`src/rtl/lnmc_pkg.sv`:
```
// constants, mode enum and pin bundles of the lin node mode controller
package lnmc_pkg;
	localparam int CLK_MHZ = 100;
	localparam int CLK_PERIOD_NS = 10;
	// figures in their own units
	localparam int RESET_DELAY_MS = 4;
	localparam int STANDBY_TIMEOUT_MS = 350;
	localparam int IGN_FILTER_US = 250;
	localparam int EN_DEBOUNCE_US = 10;
	localparam int EN_TO_NORMAL_US = 10;
	localparam int TX_DOM_TIMEOUT_MS = 10;
	localparam int WD_CLOSED_MS = 20;
	localparam int WD_OPEN_MS = 20;
	// derived counts
	localparam int RESET_DELAY_CYC = RESET_DELAY_MS * 1000 * CLK_MHZ;
	localparam int STANDBY_TIMEOUT_CYC = STANDBY_TIMEOUT_MS * 1000 * CLK_MHZ;
	localparam int IGN_FILTER_CYC = IGN_FILTER_US * CLK_MHZ + 1;
	localparam int EN_DEBOUNCE_CYC = EN_DEBOUNCE_US * CLK_MHZ;
	localparam int EN_TO_NORMAL_CYC = EN_TO_NORMAL_US * CLK_MHZ;
	localparam int TX_DOM_TIMEOUT_CYC = TX_DOM_TIMEOUT_MS * 1000 * CLK_MHZ;
	localparam int WD_CLOSED_CYC = WD_CLOSED_MS * 1000 * CLK_MHZ;
	localparam int WD_OPEN_CYC = WD_OPEN_MS * 1000 * CLK_MHZ;
	localparam int CNT_W = 28;
	localparam int FILT_W = 16;
	localparam int SYNC_N = 7;

	// gray along standby -> normal -> silent -> sleep
	typedef enum logic [1:0] {
		MODE_STANDBY = 2'b00,
		MODE_NORMAL = 2'b01,
		MODE_SILENT = 2'b11,
		MODE_SLEEP = 2'b10
	} lnmc_mode_type;

	typedef struct packed {
		logic enable;
		logic txData;
		logic localWake;
		logic ignitionWake;
		logic watchdogKick;
		logic watchdogMode;
		logic vccUnder;
	} lnmc_pins_type;

	typedef struct packed {
		logic linDrive;
		logic rxdLow;
		logic txdLow;
		logic supplySwitch;
		logic resetOutN;
	} lnmc_outs_type;
endpackage : lnmc_pkg

```
`src/rtl/lnmc_mode_ctrl.sv`:
```
// mode state machine, transmit supervision, wake flags, watchdog and reset delay
`timescale 1ns/1ns
module lnmc_mode_ctrl import lnmc_pkg::*; #(
	parameter int RESET_DELAY = RESET_DELAY_CYC,
	parameter int STANDBY_TIMEOUT = STANDBY_TIMEOUT_CYC,
	parameter int TX_DOM_TIMEOUT = TX_DOM_TIMEOUT_CYC,
	parameter int WD_CLOSED = WD_CLOSED_CYC,
	parameter int WD_OPEN = WD_OPEN_CYC
) (
	input wire logic clk_sys,
	input wire logic nrst,
	input wire lnmc_pins_type pins,
	output lnmc_outs_type outs,
	output lnmc_mode_type mode,
	output logic txPathEnabled,
	output logic lowSlew
);
	// nrst is the battery power-on / undervoltage reset: below 4 V the whole block is held
	localparam logic [FILT_W-1:0] EN_DEB_LEN = FILT_W'(EN_DEBOUNCE_CYC);
	localparam logic [FILT_W-1:0] IGN_LEN = FILT_W'(IGN_FILTER_CYC);
	localparam logic [FILT_W-1:0] ONE_LEN = 16'h0001;

	logic enSync, enDeb, txSync, lwSync, ignSync, ignDeb, kickSync, wdmSync, vccSync;
	logic [SYNC_N-1:0] rawVec, syncVec, filtVec;
	assign rawVec = {pins.enable, pins.txData, pins.localWake, pins.ignitionWake,
		pins.watchdogKick, pins.watchdogMode, pins.vccUnder};

	genvar gi;
	generate
		for (gi = 0; gi < SYNC_N; gi++) begin : g_sync
			lnmc_filter #(
				.LEN(gi == 6 ? EN_DEB_LEN : (gi == 3 ? IGN_LEN : ONE_LEN))
			) u_filt (
				.clk_sys(clk_sys),
				.nrst(nrst),
				.rawIn(rawVec[gi]),
				.resetVal(1'b0),
				.syncOut(syncVec[gi]),
				.filtOut(filtVec[gi])
			);
		end
	endgenerate

	assign enSync = syncVec[6];
	assign enDeb = filtVec[6];
	assign txSync = syncVec[5];
	assign lwSync = syncVec[4];
	assign ignSync = syncVec[3];
	assign ignDeb = filtVec[3];
	assign kickSync = syncVec[2];
	assign wdmSync = syncVec[1];
	assign vccSync = syncVec[0];

	function automatic logic isLowPower(input lnmc_mode_type m);
		isLowPower = (m == MODE_SILENT) || (m == MODE_SLEEP);
	endfunction : isLowPower

	// edge history
	logic enPrev, txPrev, lwPrev, ignPrev, kickPrev, started;
	logic enRise, enFall, txFall, lwFall, ignRise, kickFall;
	assign enRise = started && enDeb && !enPrev;
	assign enFall = started && !enDeb && enPrev;
	assign txFall = started && !txSync && txPrev;
	assign lwFall = started && !lwSync && lwPrev;
	assign ignRise = started && ignDeb && !ignPrev;
	assign kickFall = started && !kickSync && kickPrev;

	// mode and timers
	lnmc_mode_type next_mode;
	logic [CNT_W-1:0] modeCnt, next_modeCnt;
	logic pendNormal, next_pendNormal;
	logic wakeIrq, next_wakeIrq, localFlag, next_localFlag;
	logic slewSet, next_slewSet, next_lowSlew;
	logic [CNT_W-1:0] domCnt, next_domCnt;
	logic domRun, next_domRun, next_txPath;
	logic [CNT_W-1:0] wdCnt, next_wdCnt;
	logic wdFault, next_wdFault;
	logic [CNT_W-1:0] porCnt, next_porCnt;
	logic porDone, next_porDone;
	logic wake, localEvt;

	assign localEvt = isLowPower(mode) && lwFall;
	assign wake = localEvt || (isLowPower(mode) && ignRise);

	always_comb begin
		next_mode = mode;
		next_modeCnt = modeCnt;
		next_pendNormal = pendNormal;
		next_wakeIrq = wakeIrq;
		next_localFlag = localFlag;
		next_slewSet = slewSet;
		next_lowSlew = lowSlew;
		if (enRise) begin
			next_wakeIrq = 1'b0;
			next_localFlag = 1'b0;
			if (!slewSet) begin
				next_slewSet = 1'b1;
				next_lowSlew = !txSync;
			end
		end
		if (wake) begin
			next_wakeIrq = 1'b1;
		end
		if (localEvt || (isLowPower(mode) && ignRise)) begin
			next_localFlag = 1'b1;
		end
		if (!started) begin
			next_mode = MODE_STANDBY;
			next_modeCnt = '0;
		end else begin
			case (mode)
				MODE_STANDBY: begin
					if (enRise && !pendNormal) begin
						next_pendNormal = 1'b1;
						next_modeCnt = '0;
					end else if (pendNormal) begin
						if (!enDeb) begin
							next_pendNormal = 1'b0;
						end else if (modeCnt >= CNT_W'(EN_TO_NORMAL_CYC - 1)) begin
							next_mode = MODE_NORMAL;
							next_pendNormal = 1'b0;
							next_modeCnt = '0;
						end else begin
							next_modeCnt = modeCnt + 1'b1;
						end
					end else if (modeCnt >= CNT_W'(STANDBY_TIMEOUT - 1)) begin
						next_mode = MODE_SLEEP;
						next_modeCnt = '0;
					end else begin
						next_modeCnt = modeCnt + 1'b1;
					end
				end
				MODE_NORMAL: begin
					if (vccSync) begin
						next_mode = MODE_STANDBY;
						next_modeCnt = '0;
					end else if (enFall) begin
						next_mode = txSync ? MODE_SILENT : MODE_SLEEP;
					end
				end
				MODE_SILENT: begin
					if (vccSync || wake) begin
						next_mode = MODE_STANDBY;
						next_modeCnt = '0;
					end else if (enRise) begin
						next_mode = MODE_NORMAL;
					end
				end
				MODE_SLEEP: begin
					if (wake) begin
						next_mode = MODE_STANDBY;
						next_modeCnt = '0;
					end else if (enDeb) begin
						next_mode = MODE_NORMAL;
					end
				end
				default: next_mode = MODE_STANDBY;
			endcase
		end
	end

	// transmit supervision
	always_comb begin
		next_txPath = txPathEnabled;
		next_domCnt = domCnt;
		next_domRun = domRun;
		if (mode != MODE_NORMAL) begin
			next_txPath = 1'b0;
			next_domRun = 1'b0;
			next_domCnt = '0;
		end else if (!txPathEnabled) begin
			if (txSync) begin
				next_txPath = 1'b1;
			end
		end else begin
			if (txFall) begin
				next_domRun = 1'b1;
				next_domCnt = '0;
			end else if (domRun && !txSync) begin
				if (domCnt >= CNT_W'(TX_DOM_TIMEOUT - 1)) begin
					next_txPath = 1'b0;
					next_domRun = 1'b0;
					next_domCnt = '0;
				end else begin
					next_domCnt = domCnt + 1'b1;
				end
			end else if (txSync) begin
				next_domRun = 1'b0;
				next_domCnt = '0;
			end
		end
	end

	// window watchdog: closed window then open window; kick in closed or none in time is a fault
	always_comb begin
		next_wdCnt = wdCnt;
		next_wdFault = 1'b0;
		if (wdmSync || isLowPower(mode) || !porDone) begin
			next_wdCnt = '0;
		end else if (kickFall) begin
			next_wdCnt = '0;
			next_wdFault = (wdCnt < CNT_W'(WD_CLOSED));
		end else if (wdCnt >= CNT_W'(WD_CLOSED + WD_OPEN - 1)) begin
			next_wdCnt = '0;
			next_wdFault = 1'b1;
		end else begin
			next_wdCnt = wdCnt + 1'b1;
		end
	end

	// power-on delay, restarted by a watchdog fault so the reset pulse has length
	always_comb begin
		next_porCnt = porCnt;
		next_porDone = porDone;
		if (wdFault) begin
			next_porCnt = '0;
			next_porDone = 1'b0;
		end else if (!porDone) begin
			if (porCnt >= CNT_W'(RESET_DELAY - 1)) begin
				next_porDone = 1'b1;
			end else begin
				next_porCnt = porCnt + 1'b1;
			end
		end
	end

	lnmc_outs_type next_outs;
	always_comb begin
		next_outs.linDrive = (next_mode == MODE_NORMAL) && next_txPath && !txSync;
		next_outs.rxdLow = (next_mode == MODE_STANDBY) && next_wakeIrq;
		next_outs.txdLow = (next_mode == MODE_STANDBY) && next_localFlag;
		next_outs.supplySwitch = !isLowPower(next_mode);
		next_outs.resetOutN = next_porDone && !vccSync;
	end

	always_ff @(posedge clk_sys or negedge nrst) begin
		if (!nrst) begin
			mode <= MODE_STANDBY;
			modeCnt <= '0;
			pendNormal <= 1'b0;
			wakeIrq <= 1'b0;
			localFlag <= 1'b0;
			slewSet <= 1'b0;
			lowSlew <= 1'b0;
			txPathEnabled <= 1'b0;
			domCnt <= '0;
			domRun <= 1'b0;
			wdCnt <= '0;
			wdFault <= 1'b0;
			porCnt <= '0;
			porDone <= 1'b0;
			outs <= '{linDrive: 1'b0, rxdLow: 1'b0, txdLow: 1'b0, supplySwitch: 1'b1, resetOutN: 1'b0};
			started <= 1'b0;
			enPrev <= 1'b0;
			txPrev <= 1'b1;
			lwPrev <= 1'b1;
			ignPrev <= 1'b0;
			kickPrev <= 1'b1;
		end else begin
			mode <= next_mode;
			modeCnt <= next_modeCnt;
			pendNormal <= next_pendNormal;
			wakeIrq <= next_wakeIrq;
			localFlag <= next_localFlag;
			slewSet <= next_slewSet;
			lowSlew <= next_lowSlew;
			txPathEnabled <= next_txPath;
			domCnt <= next_domCnt;
			domRun <= next_domRun;
			wdCnt <= next_wdCnt;
			wdFault <= next_wdFault;
			porCnt <= next_porCnt;
			porDone <= next_porDone;
			outs <= next_outs;
			// edge history is primed one cycle late so reset levels never look like edges
			started <= 1'b1;
			enPrev <= enDeb;
			txPrev <= txSync;
			lwPrev <= lwSync;
			ignPrev <= ignDeb;
			kickPrev <= kickSync;
		end
	end
endmodule : lnmc_mode_ctrl

```
`src/rtl/lnmc_filter.sv`:
```
// two-flop synchroniser with a stability filter of settable length
`timescale 1ns/1ns
module lnmc_filter import lnmc_pkg::*; #(
	parameter logic [FILT_W-1:0] LEN = 16'h0001
) (
	input wire logic clk_sys,
	input wire logic nrst,
	input wire logic rawIn,
	input wire logic resetVal,
	output logic syncOut,
	output logic filtOut
);
	logic meta;
	logic [FILT_W-1:0] count;
	logic [FILT_W-1:0] next_count;
	logic next_filt;
	logic loadVal;

	always_comb begin
		next_count = count;
		next_filt = filtOut;
		if (syncOut == filtOut) begin
			next_count = '0;
		end else if (count >= LEN - 16'h0001) begin
			next_count = '0;
			next_filt = syncOut;
		end else begin
			next_count = count + 16'h0001;
		end
	end

	assign loadVal = resetVal;

	always_ff @(posedge clk_sys or negedge nrst) begin
		if (!nrst) begin
			meta <= 1'b0;
			syncOut <= 1'b0;
			count <= '0;
			filtOut <= 1'b0;
		end else begin
			meta <= rawIn;
			syncOut <= meta;
			count <= next_count;
			filtOut <= next_filt;
		end
	end
endmodule : lnmc_filter

```
`config.mk`:
```
export PLATFORM = sky130hd
export DESIGN_NAME = lnmc_mode_ctrl
export DESIGN_NICKNAME = d
export VERILOG_FILES = /design/src/rtl/lnmc_pkg.sv /design/src/rtl/lnmc_mode_ctrl.sv /design/src/rtl/lnmc_filter.sv
export SDC_FILE = /design/constraint.sdc
export NUM_CORES = 1
export LEC_CHECK = 0
export ABC_AREA = 0
export BUFFER_PORTS_ARGS = -buffer_cell sky130_fd_sc_hd__buf_2
export CORE_ASPECT_RATIO = 1.75
export CORE_MARGIN = 5
export CORE_UTILIZATION = 45
export DETAILED_ROUTE_END_ITERATION = 10
export HOLD_SLACK_MARGIN = 0.12
export MAX_ROUTING_LAYER = met4
export SYNTH_ARGS = -nofsm -noshare
export SYNTH_HDL_FRONTEND = slang
export SYNTH_SLANG_ARGS = --single-unit
```
`constraint.sdc`:
```
create_clock -name clk_sys -period 6.6 [get_ports clk_sys]
set_clock_uncertainty 0.05 [all_clocks]
set_input_delay 0.66 -clock clk_sys [delete_from_list [all_inputs] [get_ports clk_sys]]
set_output_delay 0.66 -clock clk_sys [all_outputs]
set_load 0.01 [all_outputs]
```
==> results_dict.tcl, run 1 <==
set metrics [dict create \
    track_usage 0.164 \
    synth_most_common_cell "dfrtp_1" \
    die_h_um 189 \
    synthToLayoutAreaGrowth_pct 11.9 \
    leakagePower_nw 3.93 \
    antenna_left 0 \
    grt_overflow 0 \
    setup_tns_ns 0 \
    peakVddDrop_mv 0.155 \
    rsz0062_at_grt "no" \
    total_power_w 0.00228 \
    diodes 0 \
    vias_per_cell 5.41 \
    worstSetupPathType "reg -> reg" \
    clk_path_buf_depth 2 \
    finalInstanceArea_mm2 0.00920 \
    drt_drc_violations_left 0 \
    grt_pass1_wl_um 28000 \
    core_area_mm2 0.0181 \
    cp.required_ns 6.84 \
    synth_cells 805 \
    synth-async-reset-ratio 1.00 \
    synth-main-ff-cell "dfrtp_1" \
    whs_path_depth 1 \
    cp-start-kind "flip-flop" \
    drv_cap 0 \
    fin_crit_sh 0.452 \
    hold_viol 0 \
    fin_nets 852 \
    final_layout_size_suffix_gt1_frac 0.0872 \
    slew_violations 0 \
    hp-class "in -> reg" \
    portBuffers 17 \
    clk_pin_slew_ns 0.07 \
    hpwl_um 11100 \
    wl_per_cell_um 14.7 \
    worst_slew_pin_slew_ns 1.15 \
    first_iter_violations 333 \
    synth_area_mm2 0.00822 \
    powerDensity_mw_per_mm2 247 \
    synth-seq-cells 182 \
    yosysSeqAreaShare 0.554 \
    cts_sinks 182 \
    reg2reg_depth 6 \
    status "complete, no violations" \
    cp-end-kind "flip-flop" \
    yosysWarnings 0 \
    synth_top_area_frac 0.542 \
    ioPinCount 18 \
    rows 65 \
    cts_root_buf "clkbuf_16" \
    grt_pass1_vias 6024 \
    clock_latency_ns 0.43 \
    die_area_mm2 0.0212 \
    drtPass1Iterations 6 \
    vias 5864 \
    synth_commonest_cells "dfrtp_1, nor2_1, nand2_1" \
    gp_congestion 0.889 \
    antenna_found_initial 0 \
    synth_top_cell_by_area "dfrtp_1" \
    cts_tree "yes" \
    setup_violations 0 \
    max_freq_mhz 335 \
    holdBufCountCts 0 \
    final_util 0.510 \
    cts_buffers 17 \
    grt_max_degree 112 \
    synth_area_leaders "dfrtp_1, nor2_1, xor2_1" \
    cts.repair.resized 0 \
    max_slew_margin 0.224 \
    syn_area_per_cell_um2 10.2 \
    routed_wl_um 15900 \
    period_needed_ns 2.98 \
    start_util 0.455 \
    arrival_ns 3.23 \
    fillers 1662 \
    synth.distinct_cells 72 \
    dieWidth_um 112 \
    cp_max_fo 18 \
    cts_setup_buffers 0 \
    place_area_mm2 0.00859 \
    htree_levels 4 \
    synth_edf_count 0 \
]
-- power by group --
part           internal (W)  leakage, nW  switching (W)
Sequential          0.00113         2.43      0.0000173
Combinational     0.0000219         1.20      0.0000571
Clock              0.000587        0.301       0.000458
Total               0.00174         3.93       0.000532
-- cell usage in the layout (no fill, tap or decap), drive strengths merged, types with 3 or more instances in the layout --
cell type / Yosys / final
dfrtp: 178 / 178
nor2: 137 / 137
nand2: 56 / 56
xor2: 54 / 54
nand3: 41 / 41
inv: 21 / 32
nand4: 28 / 28
xnor2: 28 / 28
o21ai: 27 / 27
buf: 3 / 20
and3: 19 / 19
nor3: 19 / 19
clkbuf: 17 / 18
nor2b: 16 / 16
nor4: 16 / 16
a21oi: 15 / 15
conb: 2 / 14
and2: 12 / 12
or3: 10 / 10
or4: 10 / 10
a22o: 8 / 8
ha: 7 / 7
a211oi: 6 / 6
nand2b: 6 / 6
a31oi: 5 / 5
or2: 5 / 5
and4: 4 / 4
dfstp: 4 / 4
o211ai: 3 / 3
a21o: 3 / 3
o31ai: 3 / 3
o21bai: 3 / 3
nand3b: 3 / 3
a2111oi: 3 / 3
-- flip-flops by register name (all words and copies together) (netlist names), 2 cells and up --
name	count
g_sync.u_filt.count	32
modeCnt	28
g_sync.u_filt.syncOut	7
domCnt	28
mode	2
outs	5
g_sync.u_filt.filtOut	2
porCnt	28
g_sync.u_filt.meta	7
wdCnt	28
-- cell type report --
type | instances | area (um2) | share of cell area
multi-input combinational | 594 | 3540 | 0.385
tap | 234 | 293 | 0.0318
timing repair buffer | 20 | 114 | 0.0124
clock buffer | 18 | 439 | 0.0477
clock inverter | 14 | 174 | 0.0189
sequential | 182 | 4560 | 0.495
inverter | 21 | 78.8 | 0.00857
-- cells by family (layout without fill, tap and decap cells) --
logic type	count (synthesis)	after routing	share of synthesized area
AND/OR/NAND/NOR	387	387	0.234
flip-flops	182	182	0.554
AO/OA/AOI/OAI	101	101	0.0890
XOR/XNOR	82	82	0.0873
buffers and inverters	41	73	0.0199
adder cells (fa/ha/maj)	7	7	0.0107
multiplexers	3	3	0.00396
other	2	14	0.000913
-- worst max-delay path: stages (launching register included) --
cell and delay [ns]:
dfrtp_1 0.42, or4_1 0.58, nor4_2 0.35, a311oi_2 0.18, a22oi_2 0.50, and2_1 0.60
o21ai_0 0.17
-- layer usage --
layer,routed length (um),GRT usage
met4,283,0.0615
met1,6610,0.184
met3,474,0.0370
met2,8510,0.285
met5,0,-
-- worst paths after layout --
kind | slack (ns) | from | end
hold reg to reg | 0.30 | g_sync[3].u_filt.meta | g_sync[3].u_filt.syncOut
max in group asynchronous | 4.68 | nrst | modeCnt[0]
setup / recovery | 3.62 | modeCnt[14] | modeCnt[4]
setup reg to reg | 3.62 | modeCnt[14] | modeCnt[4]
hold / removal | 0.28 | pins[4] | g_sync[4].u_filt.meta
min in group asynchronous | 0.29 | nrst | porCnt[12]
-- metrics by stage --
step	setup WS, ns	hold WS (ns)	instances
final	3.62	0.278	1083
after global routing	3.38	0.245	1083
after CTS	3.61	0.251	1083
after detailed placement	3.61	0.286	1051
after global placement	3.67	0.284	1051
after floorplan	4.33	0.281	817
Note: power is estimated with default switching activity, not from simulation.
==> run 2, diff against run 1 <==
Clock period 6.6 ns to 2.9 ns, I/O delays scaled along.
==> results_dict.tcl, run 2 (synthesized netlist as in run 1, its figures left out) <==
set metrics [dict create \
    max_freq_mhz 386 \
    cts_sinks 182 \
    grt_max_degree 66 \
    cp-end-kind "flip-flop" \
    clk_path_buf_depth 2 \
    placed_cells 1061 \
    cp_slowest_cell "or4_1" \
    setup_tns_ns 0 \
    dieWidth_um 112 \
    cts_tree "yes" \
    hpwl_um 11300 \
    total_power_w 0.00505 \
    fin_nets 872 \
    crit_chain "or4_1, o211a_1, a311oi_2, a22oi_2, buf_4, or2_1, o311ai_1" \
    max_slew_margin 0.357 \
    seq_area_mm2 0.00456 \
    hp-class "reg -> reg" \
    first_iter_violations 309 \
    hold_viol 0 \
    top_register "g_sync.u_filt.count" \
    status "complete, no violations" \
    cp.buffers_inverters 1 \
    drv_cap 0 \
    die_h_um 189 \
    drtPass1Iterations 4 \
    rows 65 \
    period_needed_ns 2.59 \
    core_area_mm2 0.0181 \
    portBuffers 17 \
    instances_no_fill 1103 \
    antenna_left 0 \
    postLayoutSetupSlackWorst_ns 0.309 \
    cts_buffers 17 \
    peakVddDrop_mv 0.312 \
    fin_crit_sh 0.893 \
    die_area_mm2 0.0212 \
    htree_levels 4 \
    worst_slew_pin_slew_ns 0.965 \
    final_common_cell "dfrtp_1" \
    start_util 0.455 \
    slowest_delay_ns 0.57 \
    clock_latency_ns 0.43 \
    place_area_mm2 0.00869 \
    largest_reg_flops 32 \
    drt_drc_violations_left 0 \
    multiInputGateArea_mm2 0.00354 \
    clk_pin_slew_ns 0.07 \
    fillers 1665 \
    cp.required_ns 3.17 \
    cp_max_fo 7 \
    track_usage 0.167 \
    critPathTopFamily "compound AO/OA/AOI/OAI gates" \
    grt_overflow 0 \
    rsz0062_at_grt "no" \
    arrival_ns 2.86 \
    diodes 0 \
    vias_per_cell 5.35 \
    layout_common_cells "dfrtp_1, nor2_1, nand2_1" \
    pre_cts_slack_ns 0.192 \
    grt_pass1_wl_um 28500 \
    worstSetupPathType "reg -> reg" \
    gp_congestion 0.816 \
    grt_pass1_vias 6261 \
    finalInstanceArea_mm2 0.00936 \
    synthToLayoutAreaGrowth_pct 13.8 \
    leakagePower_nw 4.01 \
    setup_violations 0 \
    wl_per_cell_um 14.6 \
    antenna_found_initial 0 \
    cts_root_buf "clkbuf_16" \
    ioPinCount 18 \
    powerDensity_mw_per_mm2 539 \
    cp-start-kind "flip-flop" \
    final_layout_size_suffix_gt1_frac 0.0978 \
    vias 5901 \
    slew_violations 0 \
    routed_wl_um 16100 \
]
run 2: area by class of cell:
cell class | count | share of cell area
sequential | 182 | 0.487
multi-input combinational | 594 | 0.379
clock buffer | 20 | 0.0488
timing repair buffer | 40 | 0.0330
tap | 234 | 0.0313
clock inverter | 12 | 0.0128
inverter | 21 | 0.00842
run 2: what timing repair did:
item                                    in CTS  in global routing
resized for setup                            0                  0
hold endpoints to repair                    67                  0
endpoints found under the setup margin       0                  2
hold buffers                                 8                  0
setup buffers                                0                  2
run 2: power by group:
group          internal [W]  switching, W
Sequential          0.00258     0.0000388
Combinational     0.0000727      0.000136
Clock               0.00124      0.000977
run 2: metal layers:
layer  vias up  track usage  part of all wire
met4         0       0.0685             0.021
li1       2889            -                 -
met1      2931        0.183              0.42
met5         -            -                 0
met2        57        0.294              0.54
met3        24       0.0334             0.023
run 2: path summary, 6_finish.rpt:
| path | startpoint | endpoint | slack, ns | depth (start not counted) |
|---|---|---|---|---|
| hold reg to reg | g_sync[4].u_filt.meta | g_sync[4].u_filt.syncOut | 0.30 | 0 |
| min in group asynchronous | nrst | porCnt[10] | 0.37 | 2 |
| setup reg to reg | modeCnt[14] | modeCnt[9] | 0.31 | 7 |
| setup / recovery | modeCnt[14] | modeCnt[9] | 0.31 | 7 |
| max in group asynchronous | nrst | wdCnt[7] | 1.66 | 3 |
| hold / removal | g_sync[4].u_filt.meta | g_sync[4].u_filt.syncOut | 0.30 | 0 |
run 2: per-stage QoR:
step,hold slack [ns],utilization
CTS,0.302,0.518
floorplan,-0.0556,-
global route,0.315,0.519
finish,0.299,0.519
global placement,0.271,0.481
detailed placement,0.280,0.481
==> run 3, diff against run 2 <==
Settings changed: CAP_MARGIN from default to 10, MAX_ROUTING_LAYER met4 to default.
==> results_dict.tcl, run 3 (synthesized netlist as in run 1, its figures left out) <==
set metrics [dict create \
    core_area_mm2 0.0181 \
    clk_path_buf_depth 2 \
    cp_max_fo 7 \
    die_h_um 189 \
    ioPinCount 18 \
    pre_cts_slack_ns 0.192 \
    setup_violations 0 \
    vias_per_cell 5.34 \
    start_util 0.455 \
    first_iter_violations 328 \
    final_layout_size_suffix_gt1_frac 0.0978 \
    cp-start-kind "flip-flop" \
    cts_sinks 182 \
    grt_max_degree 66 \
    rsz0062_at_grt "no" \
    worstSetupPathType "reg -> reg" \
    gp_congestion 0.803 \
    routed_wl_um 16100 \
    grt_pass1_wl_um 28500 \
    cp-end-kind "flip-flop" \
    top_layer "met4" \
    drv_cap 0 \
    setup_tns_ns 0 \
    track_usage 0.163 \
    fin_nets 872 \
    rows 65 \
    cts_tree "yes" \
    cts_root_buf "clkbuf_16" \
    grt_overflow 0 \
    htree_levels 4 \
    postLayoutSetupSlackWorst_ns 0.309 \
    final_common_cell "dfrtp_1" \
    cp.required_ns 3.17 \
    leakagePower_nw 4.01 \
    synthToLayoutAreaGrowth_pct 13.8 \
    clock_latency_ns 0.43 \
    wl_met3_um 343 \
    hpwl_um 11300 \
    period_needed_ns 2.59 \
    wl_met2_um 8640 \
    top_register "g_sync.u_filt.count" \
    arrival_ns 2.86 \
    largest_reg_flops 32 \
    fillers 1665 \
    worst_slew_pin_slew_ns 0.970 \
    clk_pin_slew_ns 0.07 \
    dieWidth_um 112 \
    layout_common_cells "dfrtp_1, nor2_1, nand2_1" \
    fin_crit_sh 0.893 \
    wl_per_cell_um 14.6 \
    grt_pass1_vias 6252 \
    portBuffers 17 \
    startpoint "modeCnt[14]" \
    slew_violations 0 \
    peakVddDrop_mv 0.312 \
    wl_met1_um 6800 \
    r2r-start "modeCnt[14]" \
    vias 5888 \
    max_freq_mhz 386 \
    diodes 0 \
    antenna_found_initial 0 \
    powerDensity_mw_per_mm2 539 \
    status "complete, no violations" \
    hold_start "g_sync[4].u_filt.meta" \
    max_slew_margin 0.353 \
    drt_drc_violations_left 0 \
    die_area_mm2 0.0212 \
    antenna_left 0 \
    rrSetupSlack_ns 0.31 \
    cts_buffers 17 \
    drtPass1Iterations 4 \
    hold_viol 0 \
    hp-class "reg -> reg" \
    cts.repair.resized 0 \
]
run 3: cell counts in the layout (fill, tap and decap cells not counted):
Identical to the previous run, type by type.
run 3: power by group:
group	switching [W]	total (W)	internal (W)
combinational	0.000135	0.000208	0.0000727
clock	0.000976	0.00222	0.00124
sequential	0.0000388	0.00262	0.00258
total	0.00115	0.00505	0.00390
run 3: per-layer routing:
metal | vias up | GRT usage
li1 | 2887 | -
met1 | 2927 | 0.182
met2 | 50 | 0.295
met3 | 24 | 0.0344
met4 | 0 | 0.0685
met5 | - | 0
run 3: through the flow:
step	cells	util	hold WS (ns)	power (W)	instance area [um2]
after CTS	1101	0.518	0.302	0.00512	9350
final	1103	0.519	0.300	0.00505	9360
after global routing	1103	0.519	0.315	0.00526	9360
after floorplan	817	-	-0.0556	0.00277	8270
after global placement	1061	0.481	0.271	0.00286	8690
after detailed placement	1061	0.481	0.280	0.00287	8690
run 3: area by class of cell:
cell class              count  area, um2  share of cell area
well taps                 234        293              0.0313
inverters                  21       78.8             0.00842
flip-flops and latches    182       4560               0.487
multi-input cells         594       3540               0.379
clock inverters            12        120              0.0128
repair buffers             40        309              0.0330
clock buffers              20        457              0.0488
run 3: final timing paths:
path	end	depth (start not counted)
worst max register to register	modeCnt[9]	7
worst min register to register	g_sync[4].u_filt.syncOut	0
min in group asynchronous	porCnt[10]	2
worst min-delay path	g_sync[4].u_filt.syncOut	0
max in group asynchronous	wdCnt[7]	3
worst max-delay path	modeCnt[9]	7
run 3: critical path: stages, from the launching register on:
cell and delay [ns]:
dfrtp_1 0.43, or4_1 0.57, o211a_1 0.24, a311oi_2 0.31
a22oi_2 0.19, buf_4 0.19, or2_1 0.24, o311ai_1 0.27
run 3: timing repair:
item | CTS | global route
setup buffers | 0 | 2
hold endpoints to repair | 67 | 0
hold buffers | 8 | 0
setup endpoints to repair | 0 | 2
